==> src/loop_interlock_pkg.sv <==
// Behaviour
// RULE_01 - in pilot wire mode the send output rises whenever the distance function picks up.
// RULE_02 - the loop receive input is low-active, so a deenergized input means block.
// RULE_03 - while the loop reads open, no overreach zone trip is allowed.
// RULE_04 - after pickup, a forward fault in the overreach zone drops the send output so the loop closes.
// RULE_05 - the overreach trip is released only when both ends stop sending and the loop is energized again.
// RULE_06 - a fault not seen forward in the overreach zone keeps the send output up and the trip blocked.
// RULE_07 - first zone and other stages trip on their own timers, whatever the loop or scheme state.
// RULE_08 - an open loop lasting 10 s raises a pilot wire failure alarm and blocks the comparison internally.
// RULE_09 - the overreach zone trip waits a settable delay.
// RULE_10 - in reverse interlocking the overreach zone is blocked while a downstream pickup is received.
// RULE_11 - with no downstream pickup the overreach zone trips after its delay, set longer than downstream pickup.
// RULE_12 - reverse interlocking has a blocking mode (input high blocks) and a release mode (input low blocks).
// RULE_13 - after the interlock block clears, the overreach zone stays blocked for a settable transient time.
// RULE_14 - the transient prolongation applies only if the block lasted at least the settable waiting time.
// RULE_15 - all timers count a common millisecond tick and reset to idle with no send and no alarm.
// RULE_16 - the failure alarm clears and the comparison unblocks once the loop is energized again.
package loop_interlock_pkg;

  localparam int unsigned CLK_HZ = 40_000_000;
  localparam int unsigned TICK_MS = 1;
  localparam int unsigned TICK_CYCLES = CLK_HZ / 1000 * TICK_MS;
  localparam int unsigned PILOT_FAIL_S = 10;
  localparam int unsigned PILOT_FAIL_MS = PILOT_FAIL_S * 1000;
  localparam int unsigned MS_W = 16;

  // apb map
  localparam logic [11:0] ADDR_CTRL = 12'h000;
  localparam logic [11:0] ADDR_OVR_DELAY = 12'h004;
  localparam logic [11:0] ADDR_FIRST_DELAY = 12'h008;
  localparam logic [11:0] ADDR_TB_TIME = 12'h00c;
  localparam logic [11:0] ADDR_WAIT_TIME = 12'h010;
  localparam logic [11:0] ADDR_STATUS = 12'h014;

  // ctrl fields
  localparam int unsigned CTRL_EN_BIT = 0;
  localparam int unsigned CTRL_MODE_BIT = 1;
  localparam int unsigned CTRL_RELMODE_BIT = 2;
  localparam logic [31:0] CTRL_RESET = 32'h0000_0000;
  localparam logic [MS_W-1:0] OVR_DELAY_RESET = 16'h0032;
  localparam logic [MS_W-1:0] FIRST_DELAY_RESET = 16'h0000;
  localparam logic [MS_W-1:0] TB_TIME_RESET = 16'h0028;
  localparam logic [MS_W-1:0] WAIT_TIME_RESET = 16'h0028;

  // status fields
  localparam int unsigned ST_SEND_BIT = 0;
  localparam int unsigned ST_ALARM_BIT = 1;
  localparam int unsigned ST_BLOCK_BIT = 2;
  localparam int unsigned ST_LOOP_BIT = 3;
  localparam int unsigned ST_OVR_TRIP_BIT = 4;
  localparam int unsigned ST_FIRST_TRIP_BIT = 5;

  typedef enum logic {MODE_PILOT, MODE_REVERSE} scheme_t;

  typedef struct packed {
    logic pickup;
    logic fwd_overreach;
    logic first_zone_fault;
  } meas_t;

  typedef struct packed {
    logic [MS_W-1:0] overreach_zone_delay;
    logic [MS_W-1:0] first_zone_delay;
    logic [MS_W-1:0] transient_block_time;
    logic [MS_W-1:0] transient_wait_time;
    logic enable;
    scheme_t mode;
    logic release_mode;
  } cfg_t;

  typedef struct packed {
    logic send;
    logic alarm;
    logic ovr_block;
    logic loop_open;
    logic overreach_trip;
    logic first_zone_trip;
  } stat_t;

endpackage

==> src/ms_timer.sv <==
`timescale 1ns/1ps
// counts ticks while run is high, saturating; clears when run drops
module ms_timer #(
  parameter int unsigned WIDTH = 16
) (
  // clock
  input wire logic pclk,
  input wire logic presetn,
  input wire logic clk_en,
  // control
  input wire logic tick,
  input wire logic run,
  output logic [WIDTH-1:0] count
);

  // refused at elaboration, not at run time
  if (WIDTH < 2 || WIDTH > 32)
  begin
    $error("ms_timer width out of range");
  end

  typedef struct packed {
    logic [WIDTH-1:0] count;
  } st_t;

  st_t s_q;
  st_t s_d;

  always_comb
  begin
    s_d = s_q;
    if (!run)
    begin
      s_d.count = '0;
    end
    else if (tick && s_q.count != {WIDTH{1'b1}})
    begin
      s_d.count = s_q.count + WIDTH'(1); // RULE_15
    end
  end

  always_ff @(posedge pclk or negedge presetn)
  begin
    if (!presetn)
    begin
      s_q <= '0;
    end
    else if (clk_en)
    begin
      s_q <= s_d;
    end
  end

  assign count = s_q.count;

endmodule

==> src/loop_interlock.sv <==
`timescale 1ns/1ps
module loop_interlock #(
  parameter int unsigned TICK_CYCLES = loop_interlock_pkg::TICK_CYCLES,
  parameter int unsigned PILOT_FAIL_MS = loop_interlock_pkg::PILOT_FAIL_MS
) (
  // clock and reset
  input wire logic pclk,
  input wire logic presetn,
  input wire logic clk_en,
  // apb slave
  input wire logic psel,
  input wire logic penable,
  input wire logic pwrite,
  input wire logic [11:0] paddr,
  input wire logic [31:0] pwdata,
  output logic [31:0] prdata,
  output logic pready,
  output logic pslverr,
  // protection measurements, same clock
  input wire loop_interlock_pkg::meas_t meas,
  // binary input from the loop or downstream contacts
  input wire logic teleprot_receive_ch1,
  // outputs
  output logic teleprot_send,
  output logic pilot_fail_alarm,
  output logic overreach_trip,
  output logic first_zone_trip
);

  localparam int unsigned TW = loop_interlock_pkg::MS_W;

  if (TICK_CYCLES < 1 || PILOT_FAIL_MS < 1 || PILOT_FAIL_MS >= (1 << TW))
  begin
    $error("loop_interlock timing parameters out of range");
  end

  function automatic logic hit(input logic [11:0] a, input logic [11:0] b);
    hit = (a[11:2] == b[11:2]);
  endfunction

  typedef enum logic [1:0] {PW_IDLE, PW_SENDING, PW_CLOSED} pilot_st_t;

  typedef struct packed {
    logic [2:0] rx_sync;
    logic rx_level;
    logic [31:0] tick_cnt;
    logic tick;
    pilot_st_t pw;
    logic ri_prolong;
    logic alarm;
    loop_interlock_pkg::cfg_t cfg;
    logic [31:0] prdata;
    logic pready;
    logic pslverr;
    loop_interlock_pkg::stat_t st;
  } state_t;

  state_t s_q;
  state_t s_d;

  logic [TW-1:0] open_ms;
  logic [TW-1:0] ovr_ms;
  logic [TW-1:0] first_ms;
  logic [TW-1:0] blk_ms;
  logic [TW-1:0] tb_ms;
  logic loop_energized;
  logic ri_block_raw;
  logic ri_start;
  logic ovr_block;
  logic pilot_active;
  logic reverse_active;

  //////////////////////////////////////////////////////////////////////////////
  // timers

  // open loop duration for the failure alarm
  ms_timer #(.WIDTH(TW)) u_open (
    .pclk(pclk),
    .presetn(presetn),
    .clk_en(clk_en),
    .tick(s_q.tick),
    .run(pilot_active && !loop_energized),
    .count(open_ms)
  );

  // overreach delay runs on pickup
  ms_timer #(.WIDTH(TW)) u_ovr (
    .pclk(pclk),
    .presetn(presetn),
    .clk_en(clk_en),
    .tick(s_q.tick),
    .run(meas.pickup),
    .count(ovr_ms)
  );

  // first zone grading, independent of the scheme
  ms_timer #(.WIDTH(TW)) u_first (
    .pclk(pclk),
    .presetn(presetn),
    .clk_en(clk_en),
    .tick(s_q.tick),
    .run(meas.first_zone_fault),
    .count(first_ms)
  ); // RULE_07

  // how long the interlock block has stood
  ms_timer #(.WIDTH(TW)) u_blk (
    .pclk(pclk),
    .presetn(presetn),
    .clk_en(clk_en),
    .tick(s_q.tick),
    .run(reverse_active && ri_block_raw),
    .count(blk_ms)
  );

  // transient prolongation after the block drops
  ms_timer #(.WIDTH(TW)) u_tb (
    .pclk(pclk),
    .presetn(presetn),
    .clk_en(clk_en),
    .tick(s_q.tick),
    .run(s_q.ri_prolong),
    .count(tb_ms)
  );

  //////////////////////////////////////////////////////////////////////////////
  // scheme logic

  always_comb
  begin
    loop_energized = s_q.rx_level; // RULE_02
    pilot_active = s_q.cfg.enable && s_q.cfg.mode == loop_interlock_pkg::MODE_PILOT;
    reverse_active = s_q.cfg.enable && s_q.cfg.mode == loop_interlock_pkg::MODE_REVERSE;
    // release mode: series nc contacts, low input means a downstream pickup
    ri_block_raw = s_q.cfg.release_mode ? !s_q.rx_level : s_q.rx_level; // RULE_12
    // block stood long enough: prolongation starts as it drops
    ri_start = reverse_active && !ri_block_raw && blk_ms != '0
        && blk_ms >= s_q.cfg.transient_wait_time && s_q.cfg.transient_block_time != '0; // RULE_14
    ovr_block = 1'b0;
    if (pilot_active)
    begin
      // open loop means far end or we still send; alarm blocks outright
      ovr_block = !loop_energized || s_q.alarm; // RULE_03 RULE_05 RULE_08
    end
    else if (reverse_active)
    begin
      // start term closes the one-cycle gap before prolong is registered
      ovr_block = ri_block_raw || s_q.ri_prolong || ri_start; // RULE_10 RULE_13
    end
  end

  always_comb
  begin
    s_d = s_q;
    s_d.pready = 1'b0;
    s_d.pslverr = 1'b0;
    // three-stage input sync; level moves only once stages 2 and 3 agree
    s_d.rx_sync = {s_q.rx_sync[1:0], teleprot_receive_ch1};
    if (s_q.rx_sync[2] == s_q.rx_sync[1])
    begin
      s_d.rx_level = s_q.rx_sync[2];
    end
    // common millisecond tick
    s_d.tick = 1'b0;
    if (s_q.tick_cnt >= TICK_CYCLES - 1)
    begin
      s_d.tick_cnt = '0;
      s_d.tick = 1'b1; // RULE_15
    end
    else
    begin
      s_d.tick_cnt = s_q.tick_cnt + 32'h0000_0001;
    end

    // pilot wire send sequence
    case (s_q.pw)
      PW_IDLE:
      begin
        if (pilot_active && meas.pickup)
        begin
          s_d.pw = PW_SENDING; // RULE_01
        end
      end
      PW_SENDING:
      begin
        if (!pilot_active || !meas.pickup)
        begin
          s_d.pw = PW_IDLE;
        end
        else if (meas.fwd_overreach)
        begin
          s_d.pw = PW_CLOSED; // RULE_04
        end
        // reverse or non-forward fault holds the contact open
      end
      PW_CLOSED:
      begin
        if (!pilot_active || !meas.pickup)
        begin
          s_d.pw = PW_IDLE;
        end
      end
      default:
      begin
        s_d.pw = PW_IDLE;
      end
    endcase
    s_d.st.send = (s_d.pw == PW_SENDING); // RULE_06

    // pilot failure alarm, self-clearing when the loop is healthy again
    if (!pilot_active || loop_energized)
    begin
      s_d.alarm = 1'b0; // RULE_16
    end
    else if (open_ms >= TW'(PILOT_FAIL_MS))
    begin
      s_d.alarm = 1'b1; // RULE_08
    end

    // transient prolongation, only after a long enough block
    if (!reverse_active)
    begin
      s_d.ri_prolong = 1'b0;
    end
    else if (ri_block_raw)
    begin
      s_d.ri_prolong = 1'b0;
    end
    else if (s_q.ri_prolong && tb_ms >= s_q.cfg.transient_block_time)
    begin
      s_d.ri_prolong = 1'b0; // RULE_13
    end
    if (ri_start)
    begin
      s_d.ri_prolong = 1'b1; // RULE_14
    end

    // trips
    s_d.st.overreach_trip = s_q.cfg.enable && meas.pickup && meas.fwd_overreach && !ovr_block
        && ovr_ms >= s_q.cfg.overreach_zone_delay; // RULE_09 RULE_11
    s_d.st.first_zone_trip = meas.first_zone_fault && first_ms >= s_q.cfg.first_zone_delay; // RULE_07
    s_d.st.alarm = s_d.alarm;
    s_d.st.ovr_block = ovr_block;
    s_d.st.loop_open = !loop_energized;

    // apb: access phase answered in one cycle
    if (psel && penable && !s_q.pready)
    begin
      s_d.pready = 1'b1;
      s_d.prdata = 32'h0000_0000;
      if (hit(paddr, loop_interlock_pkg::ADDR_CTRL))
      begin
        if (pwrite)
        begin
          s_d.cfg.enable = pwdata[loop_interlock_pkg::CTRL_EN_BIT];
          s_d.cfg.mode = loop_interlock_pkg::scheme_t'(pwdata[loop_interlock_pkg::CTRL_MODE_BIT]);
          s_d.cfg.release_mode = pwdata[loop_interlock_pkg::CTRL_RELMODE_BIT];
        end
        s_d.prdata[loop_interlock_pkg::CTRL_EN_BIT] = s_q.cfg.enable;
        s_d.prdata[loop_interlock_pkg::CTRL_MODE_BIT] = s_q.cfg.mode;
        s_d.prdata[loop_interlock_pkg::CTRL_RELMODE_BIT] = s_q.cfg.release_mode;
      end
      else if (hit(paddr, loop_interlock_pkg::ADDR_OVR_DELAY))
      begin
        if (pwrite)
        begin
          s_d.cfg.overreach_zone_delay = pwdata[TW-1:0];
        end
        s_d.prdata[TW-1:0] = s_q.cfg.overreach_zone_delay;
      end
      else if (hit(paddr, loop_interlock_pkg::ADDR_FIRST_DELAY))
      begin
        if (pwrite)
        begin
          s_d.cfg.first_zone_delay = pwdata[TW-1:0];
        end
        s_d.prdata[TW-1:0] = s_q.cfg.first_zone_delay;
      end
      else if (hit(paddr, loop_interlock_pkg::ADDR_TB_TIME))
      begin
        if (pwrite)
        begin
          s_d.cfg.transient_block_time = pwdata[TW-1:0];
        end
        s_d.prdata[TW-1:0] = s_q.cfg.transient_block_time;
      end
      else if (hit(paddr, loop_interlock_pkg::ADDR_WAIT_TIME))
      begin
        if (pwrite)
        begin
          s_d.cfg.transient_wait_time = pwdata[TW-1:0];
        end
        s_d.prdata[TW-1:0] = s_q.cfg.transient_wait_time;
      end
      else if (hit(paddr, loop_interlock_pkg::ADDR_STATUS))
      begin
        // read only; writes are ignored without error
        s_d.prdata[loop_interlock_pkg::ST_SEND_BIT] = s_q.st.send;
        s_d.prdata[loop_interlock_pkg::ST_ALARM_BIT] = s_q.st.alarm;
        s_d.prdata[loop_interlock_pkg::ST_BLOCK_BIT] = s_q.st.ovr_block;
        s_d.prdata[loop_interlock_pkg::ST_LOOP_BIT] = s_q.st.loop_open;
        s_d.prdata[loop_interlock_pkg::ST_OVR_TRIP_BIT] = s_q.st.overreach_trip;
        s_d.prdata[loop_interlock_pkg::ST_FIRST_TRIP_BIT] = s_q.st.first_zone_trip;
      end
      else
      begin
        s_d.pslverr = 1'b1;
      end
    end
  end

  //////////////////////////////////////////////////////////////////////////////
  // state register

  always_ff @(posedge pclk or negedge presetn)
  begin
    if (!presetn)
    begin
      // idle: sync chain reads energized loop so no block at start
      s_q <= '0; // RULE_15
      s_q.rx_sync <= 3'h7;
      s_q.rx_level <= 1'b1;
      s_q.pw <= PW_IDLE;
      s_q.cfg.overreach_zone_delay <= loop_interlock_pkg::OVR_DELAY_RESET;
      s_q.cfg.first_zone_delay <= loop_interlock_pkg::FIRST_DELAY_RESET;
      s_q.cfg.transient_block_time <= loop_interlock_pkg::TB_TIME_RESET;
      s_q.cfg.transient_wait_time <= loop_interlock_pkg::WAIT_TIME_RESET;
      s_q.cfg.mode <= loop_interlock_pkg::MODE_PILOT;
    end
    else if (clk_en)
    begin
      s_q <= s_d;
    end
  end

  assign prdata = s_q.prdata;
  assign pready = s_q.pready;
  assign pslverr = s_q.pslverr;
  assign teleprot_send = s_q.st.send;
  assign pilot_fail_alarm = s_q.st.alarm;
  assign overreach_trip = s_q.st.overreach_trip;
  assign first_zone_trip = s_q.st.first_zone_trip;

endmodule

==> config.mk <==
export PLATFORM = sky130hd
export DESIGN_NAME = loop_interlock
export DESIGN_NICKNAME = d
export VERILOG_FILES = /design/src/loop_interlock_pkg.sv /design/src/ms_timer.sv /design/src/loop_interlock.sv
export SDC_FILE = /design/constraint.sdc
export NUM_CORES = 1
export LEC_CHECK = 0
export ABC_AREA = 1
export BUFFER_PORTS_ARGS = -buffer_cell sky130_fd_sc_hd__buf_2
export CAP_MARGIN = 20
export CORE_UTILIZATION = 40
export DETAILED_ROUTE_END_ITERATION = 8
export PLACE_DENSITY = 0.57
export SYNTH_ARGS = -nofsm -noshare
export SYNTH_HDL_FRONTEND = slang
export SYNTH_SLANG_ARGS = --single-unit
export TNS_END_PERCENT = 100
==> constraint.sdc <==
create_clock -name pclk -period 1.6 [get_ports pclk]
set_input_delay 0.08 -clock pclk [delete_from_list [all_inputs] [get_ports pclk]]
set_output_delay 0.08 -clock pclk [all_outputs]
set_load 0.03 [all_outputs]
* Word-level counts from Yosys, hierarchy flattened
Index checks and enable logic that the tools add are counted.
** Operators by class
- Add/subtract/negate cells :: 6
- $lt $le $gt $ge :: 6
- Eq/ne operators :: 20
- Muxes and demuxes :: 41
- Bitwise operators :: 5
- Reductions and logical operators :: 52
** Operators by type and width (count)
- 16-bit two-way mux :: 13
- 16-bit by 1-bit adder with 16-bit output (second input constant) :: 5
- 16-bit inequality test (second input constant) :: 5
- 16-bit greater-or-equal comparator :: 4
- 32-bit by 1-bit adder with 32-bit output (second input constant) :: 1
- 32-bit by 16-bit greater-or-equal comparator with 1-bit output (second input constant) :: 1
- 32-bit two-way mux :: 1
- 16-bit nonzero test :: 2
- 1-bit logical AND :: 22
- 10-bit by 2-bit equality test with 1-bit output (second input constant) :: 2
- 10-bit by 3-bit equality test with 1-bit output (second input constant) :: 2
- 2-bit AND reduction :: 9
- 16-bit by 14-bit greater-or-equal comparator with 1-bit output (second input constant) :: 1
- 1-bit two-way mux :: 16
- 13-bit two-way mux :: 1
- 6-bit two-way mux :: 2
- 10-bit by 1-bit equality test with 1-bit output (second input constant) :: 1
- 10-bit logical NOT :: 1
- 10-bit two-way mux :: 1
- 2-bit two-way mux :: 5
- 8-bit AND reduction :: 1
- 7-bit AND reduction :: 1
- 1-bit logical NOT :: 6
- 2-bit by 1-bit inequality test with 1-bit output (second input constant) :: 3
- 14 further kinds :: 24
** Word-level totals
- Bits in registers :: 211
- Input port bits :: 54
- Output and inout port bits :: 38
- Word-level logic and storage cells :: 157

* Logic depth before layout (Yosys ltp)
- Word-level depth :: 13
- Mapped depth :: 16
- Gate-level depth less buffers :: 16

* Modules after synthesis
Synthesis repeated with hierarchy kept, for this count alone.
** Unflattened totals
- Cell total of the unflattened synthesis :: 1843
- Area, all modules :: 13658.1 um^2
** By module, submodules not included
- loop_interlock :: times used 1, cells an instance 983, area each 8079.0 um^2, seq. area each 3291.9 um^2
- ms_timer (u_blk ...) :: times used 4, cells an instance 172, area each 1111.1 um^2, seq. area each 400.4 um^2
- ms_timer (u_tb) :: times used 1, cells an instance 172, area each 1134.8 um^2, seq. area each 400.4 um^2

* Worst setup path after synthesis
No wires, ideal clock.
- Path type :: flip-flop to flip-flop
- From :: register s_q[46] in the netlist's numbering
- To :: register s_q[108] in the netlist's numbering
- Library setup time :: 0.066 ns
- Data arrival time :: 1.640 ns
- Data required time :: 1.534 ns
- Setup slack :: -0.105 ns
- Cell stages (with the launch flop) :: 15
- Buffers on the path :: 0
- Period minus slack after synthesis :: 1.705 ns
- Cell sequence :: dfstp_2 inv_1 ha_1 nand2_1 nor2_1 and2_1 nor2_1 nand2_1 nand2_1 nand2_1 nand2_1 nand2_1 o21bai_1 nand2_1 nand2_1
** Between the ends
- Longest elaborated chain between the ends :: 5
- Elaborated cells between the ends (all ways) :: 6
- Those cells by class :: order compare (1); eq/ne (1); mux (1); reduce/logical (3)
** Ends and longest elaborated chain
- from (decl) :: RTL line loop_interlock.sv:58 : state_t s_q;
- 16-bit greater-or-equal comparator (*) :: RTL line loop_interlock.sv:138 : && blk_ms >= s_q.cfg.transient_wait_time && s_q.cfg.transient_block_time != '0;
- 1-bit logical AND (*) (2 in series) :: RTL line loop_interlock.sv:138
- 4-bit by 3-bit inequality test with 1-bit output (no line)
- 2-bit AND reduction (no line)
Every way passes the cells marked *; elsewhere a longest branch is shown, timed or not.
A chain may end at the register's enable or synchronous reset.

* Worst setup path in the final report
- From :: register u_ovr.s_q (netlist bit u_ovr.count[1])
- To :: register u_ovr.s_q (netlist bit u_ovr.count[11])
** Between the ends
- Longest elaborated chain between the ends :: 4
- Elaborated cells between the ends (all ways) :: 7
- Those cells by class :: add/sub (1); eq/ne (2); mux (2); reduce/logical (2)
** Ends and longest elaborated chain
- from (decl) :: RTL line ms_timer.sv:26 : st_t s_q;
- from (signal assigned) :: RTL line ms_timer.sv:46 : s_q <= '0;
- from (signal assigned) :: RTL line ms_timer.sv:50 : s_q <= s_d;
- branches (longest 4 deep; another with 16-bit by 1-bit adder with 16-bit output)
Parallel ways; which one is timed is not known. The select of a mux whose other input is x is not followed.

==> impl_metrics.toml <==
[grt]
grt_pass1_vias = 12000
grt_max_degree = 45
grt-ovfl-total = 0
groute.usage.overall = 0.236
grt_pass1_wl_mm = 61.5
antenna_found_initial = 1

[route]
wire_per_inst_um = 16.3
via_per_inst = 5.08
ant_nets = 0
drtIter0Drc = 860
drt_pass1_iterations = 5
num_vias = 12100
post-route-drc-count = 0
totalWireLength_mm = 38.8

[setup_path]
worst_r2r_path_depth = 9
critPathMaxStageDelay_ps = 390
worstPathRequired_ps = 2020
critPathTopFamily = "simple AND/OR/NAND/NOR gates"
path_class = "reg2reg"
cp_num_cells = 9
cp_num_buf_inv = 0
slowest_stage = "dfrtp_1"
worstPathArrival_ps = 2190
cp-start-kind = "flip-flop"
path_cells = "ha_4, nand3_4, nor2_4, nand2_2, nor2_4, nand3_2, nand2_4, o21ai_4, mux2_4"
end_kind = "flip-flop"
crit_fanout = 6
crit_top_cell = "nor2_4"

[pwr]
clkPwrFrac = 0.446
p_comb_frac = 0.131
p_sw_mw = 3.46
p_int_mw = 9.88
power_density_nw_per_um2 = 741
finalPower_mw = 13.3
p_leak_nw = 8.52
vdd_drop_max_uv = 1190
seqPwrFrac = 0.423
switching_share = 0.260

[logic_synthesis]
netlist.area_leader.share = 0.395
synth-main-ff-cell = "dfrtp_1"
ys_seq_area_frac = 0.417
synth_edf_count = 0
synth_cell_types = 57
synthArstFlopShare = 1.00
synth.yosys.warnings = 0
synth-seq-cells = 211
yosys-top-cells-area = "dfrtp_1 39%, nand2_1 9.3%, ha_1 7.1%"
syn_area_sq_um = 12700
synthCells = 1601
synth_top_area_cell = "dfrtp_1"
synth.avg_cell_area_sq_um = 7.92

[sta]
max_freq_mhz = 564
fin_crit_ps = 1770
period_share = 1.11
rsz0062_at_grt = "yes"
slew_viol_final = 0
finalSetupViolations = 81
holdWs_ps = 44.7
finalSetupTns_ps = -6180
setup_slack_ps = -174
hold_viol_final = 0
skew_ps = 25.7

[run_status]
outcome = "complete, but fails checks"
violations = "negative setup slack"

[floorplan]
num_io_pins = 92
core_area_sq_um = 30900
start_util = 0.410
die_h_um = 180
die_w_um = 180
die_area_sq_um = 32400
rows = 64

[placement]
globalplace.congestion = 0.898
pre_cts_ws_ps = -155
placed_area_sq_um = 15300
hpwl_mm = 27.9
place_inst = 2268
io_buffer_count = 57

[clocking]
cts_tree = "done"
clock_sinks = 211
clk_latency_ps = 540
tritoncts.num_buffers = 26
clockBufferDepth = 3
htree_levels = 1
clk_pin_slew_ps = 60
cts_root_buf = "clkbuf_16"

[finish]
syn_to_final_growth_pct = 42.0
drive_gt1_frac = 0.360
finalCoreUtilization = 0.583
final_cell_area_sq_um = 18000
fin_nets = 2095
finalNonFillerCells = 2384
antenna_cells = 0

[min_path]
whs_path_depth = 4
hp-class = "in2reg"

[run]
cap_violations = 0
==> routing by layer <==
layer  vias up  GRT usage  wire, um
li1       5972          -         -
met1      5762      0.322     17600
met2       308      0.397     18300
met3        65     0.0275      1820
met4         0     0.0612       990
met5         -          0         0
==> worst reg2reg max path: stages, from the launching register on <==
cell and delay, ps:
dfrtp_1 390, ha_4 170, nand3_4 100, nor2_4 140, nand2_2 80, nor2_4 100, nand3_2 80, nand2_4 130
o21ai_4 120, mux2_4 340
==> power groups by stage <==
stage / sequential [mW] / clock [mW] / combinational (mW)
finish: 5.64 / 5.95 / 1.75
global route: 5.66 / 6.27 / 1.90
CTS: 5.63 / 6.06 / 1.57
detailed placement: 5.71 / 0 / 1.35
global placement: 5.70 / 0 / 1.32
floorplan: 5.72 / 0 / 0.693
==> kinds of logic (layout without fill, tap and decap cells) <==
| kind of cell | count (synthesis) | count (layout) | share of synthesized area |
|---|---|---|---|
| buffers and inverters | 309 | 678 | 0.108 |
| flip-flops | 211 | 211 | 0.417 |
| AND/OR/NAND/NOR | 673 | 675 | 0.244 |
| multiplexers | 5 | 5 | 0.00444 |
| AO/OA/AOI/OAI | 295 | 296 | 0.131 |
| other | 1 | 16 | 0.000296 |
| adder cells (fa/ha/maj) | 72 | 72 | 0.0710 |
| XOR/XNOR | 35 | 35 | 0.0242 |
==> placed cells by master, fill, tap and decap left out, types with 38 or more instances in the layout <==
master,instances
nand3_1,51
nor2_1,115
dfrtp_1,188
inv_1,208
o21ai_0,74
nand2_2,38
nand2_1,271
a21oi_1,59
buf_4,259
buf_6,38
ha_1,59
o21ai_1,52
buf_2,56
==> synthesized netlist by cell type, types with 33 or more instances <==
cell type	number
ha_1	72
nor3_1	36
nor2_1	138
nand4_1	33
xor2_1	35
inv_1	223
nand3_1	81
o21ai_1	47
buf_4	35
dfrtp_1	200
a21oi_1	77
o21ai_0	102
nand2_1	314
==> sequential cells by signal, summed over array words and instances, names as in the netlist <==
signal            count
s_q                 106
prdata               16
u_blk.count          16
u_first.count        16
u_open.count         16
u_ovr.count          16
u_tb.count           16
s_d                   2
first_zone_trip       1
loop_energized        1
overreach_trip        1
pilot_fail_alarm      1
pready                1
pslverr               1
teleprot_send         1
==> final cells by class <==
class                      instances  area [sq um]
clock inverter                     7          90.1
clock buffer                      40           774
timing repair buffer             392          3230
multi-input combinational       1099          7200
fill                            2758         12900
tap                              396           495
inverter                         239           920
sequential                       211          5310
==> final timing paths <==
kind / from / to / slack (ps)
max: u_ovr.count[1] / u_ovr.count[11] / -170
min: meas[2] / u_ovr.count[10] / 40
max reg2reg: u_ovr.count[1] / u_ovr.count[11] / -170
min reg2reg: prdata[13] / prdata[13] / 480
max in group asynchronous: presetn / s_q[96] / 890
min in group asynchronous: presetn / u_tb.count[12] / 60
==> what timing repair did <==
action / 4_1_cts / 5_1_grt
gates cloned: 4 / 1
hold endpoints to repair: 272 / 0
resized for setup: 130 / 197
hold buffers: 21 / 0
endpoints found under the setup margin: 103 / 110
buffers inserted: 29 / 16
pin swaps: 35 / 78
(Power assumes the default switching activity.)
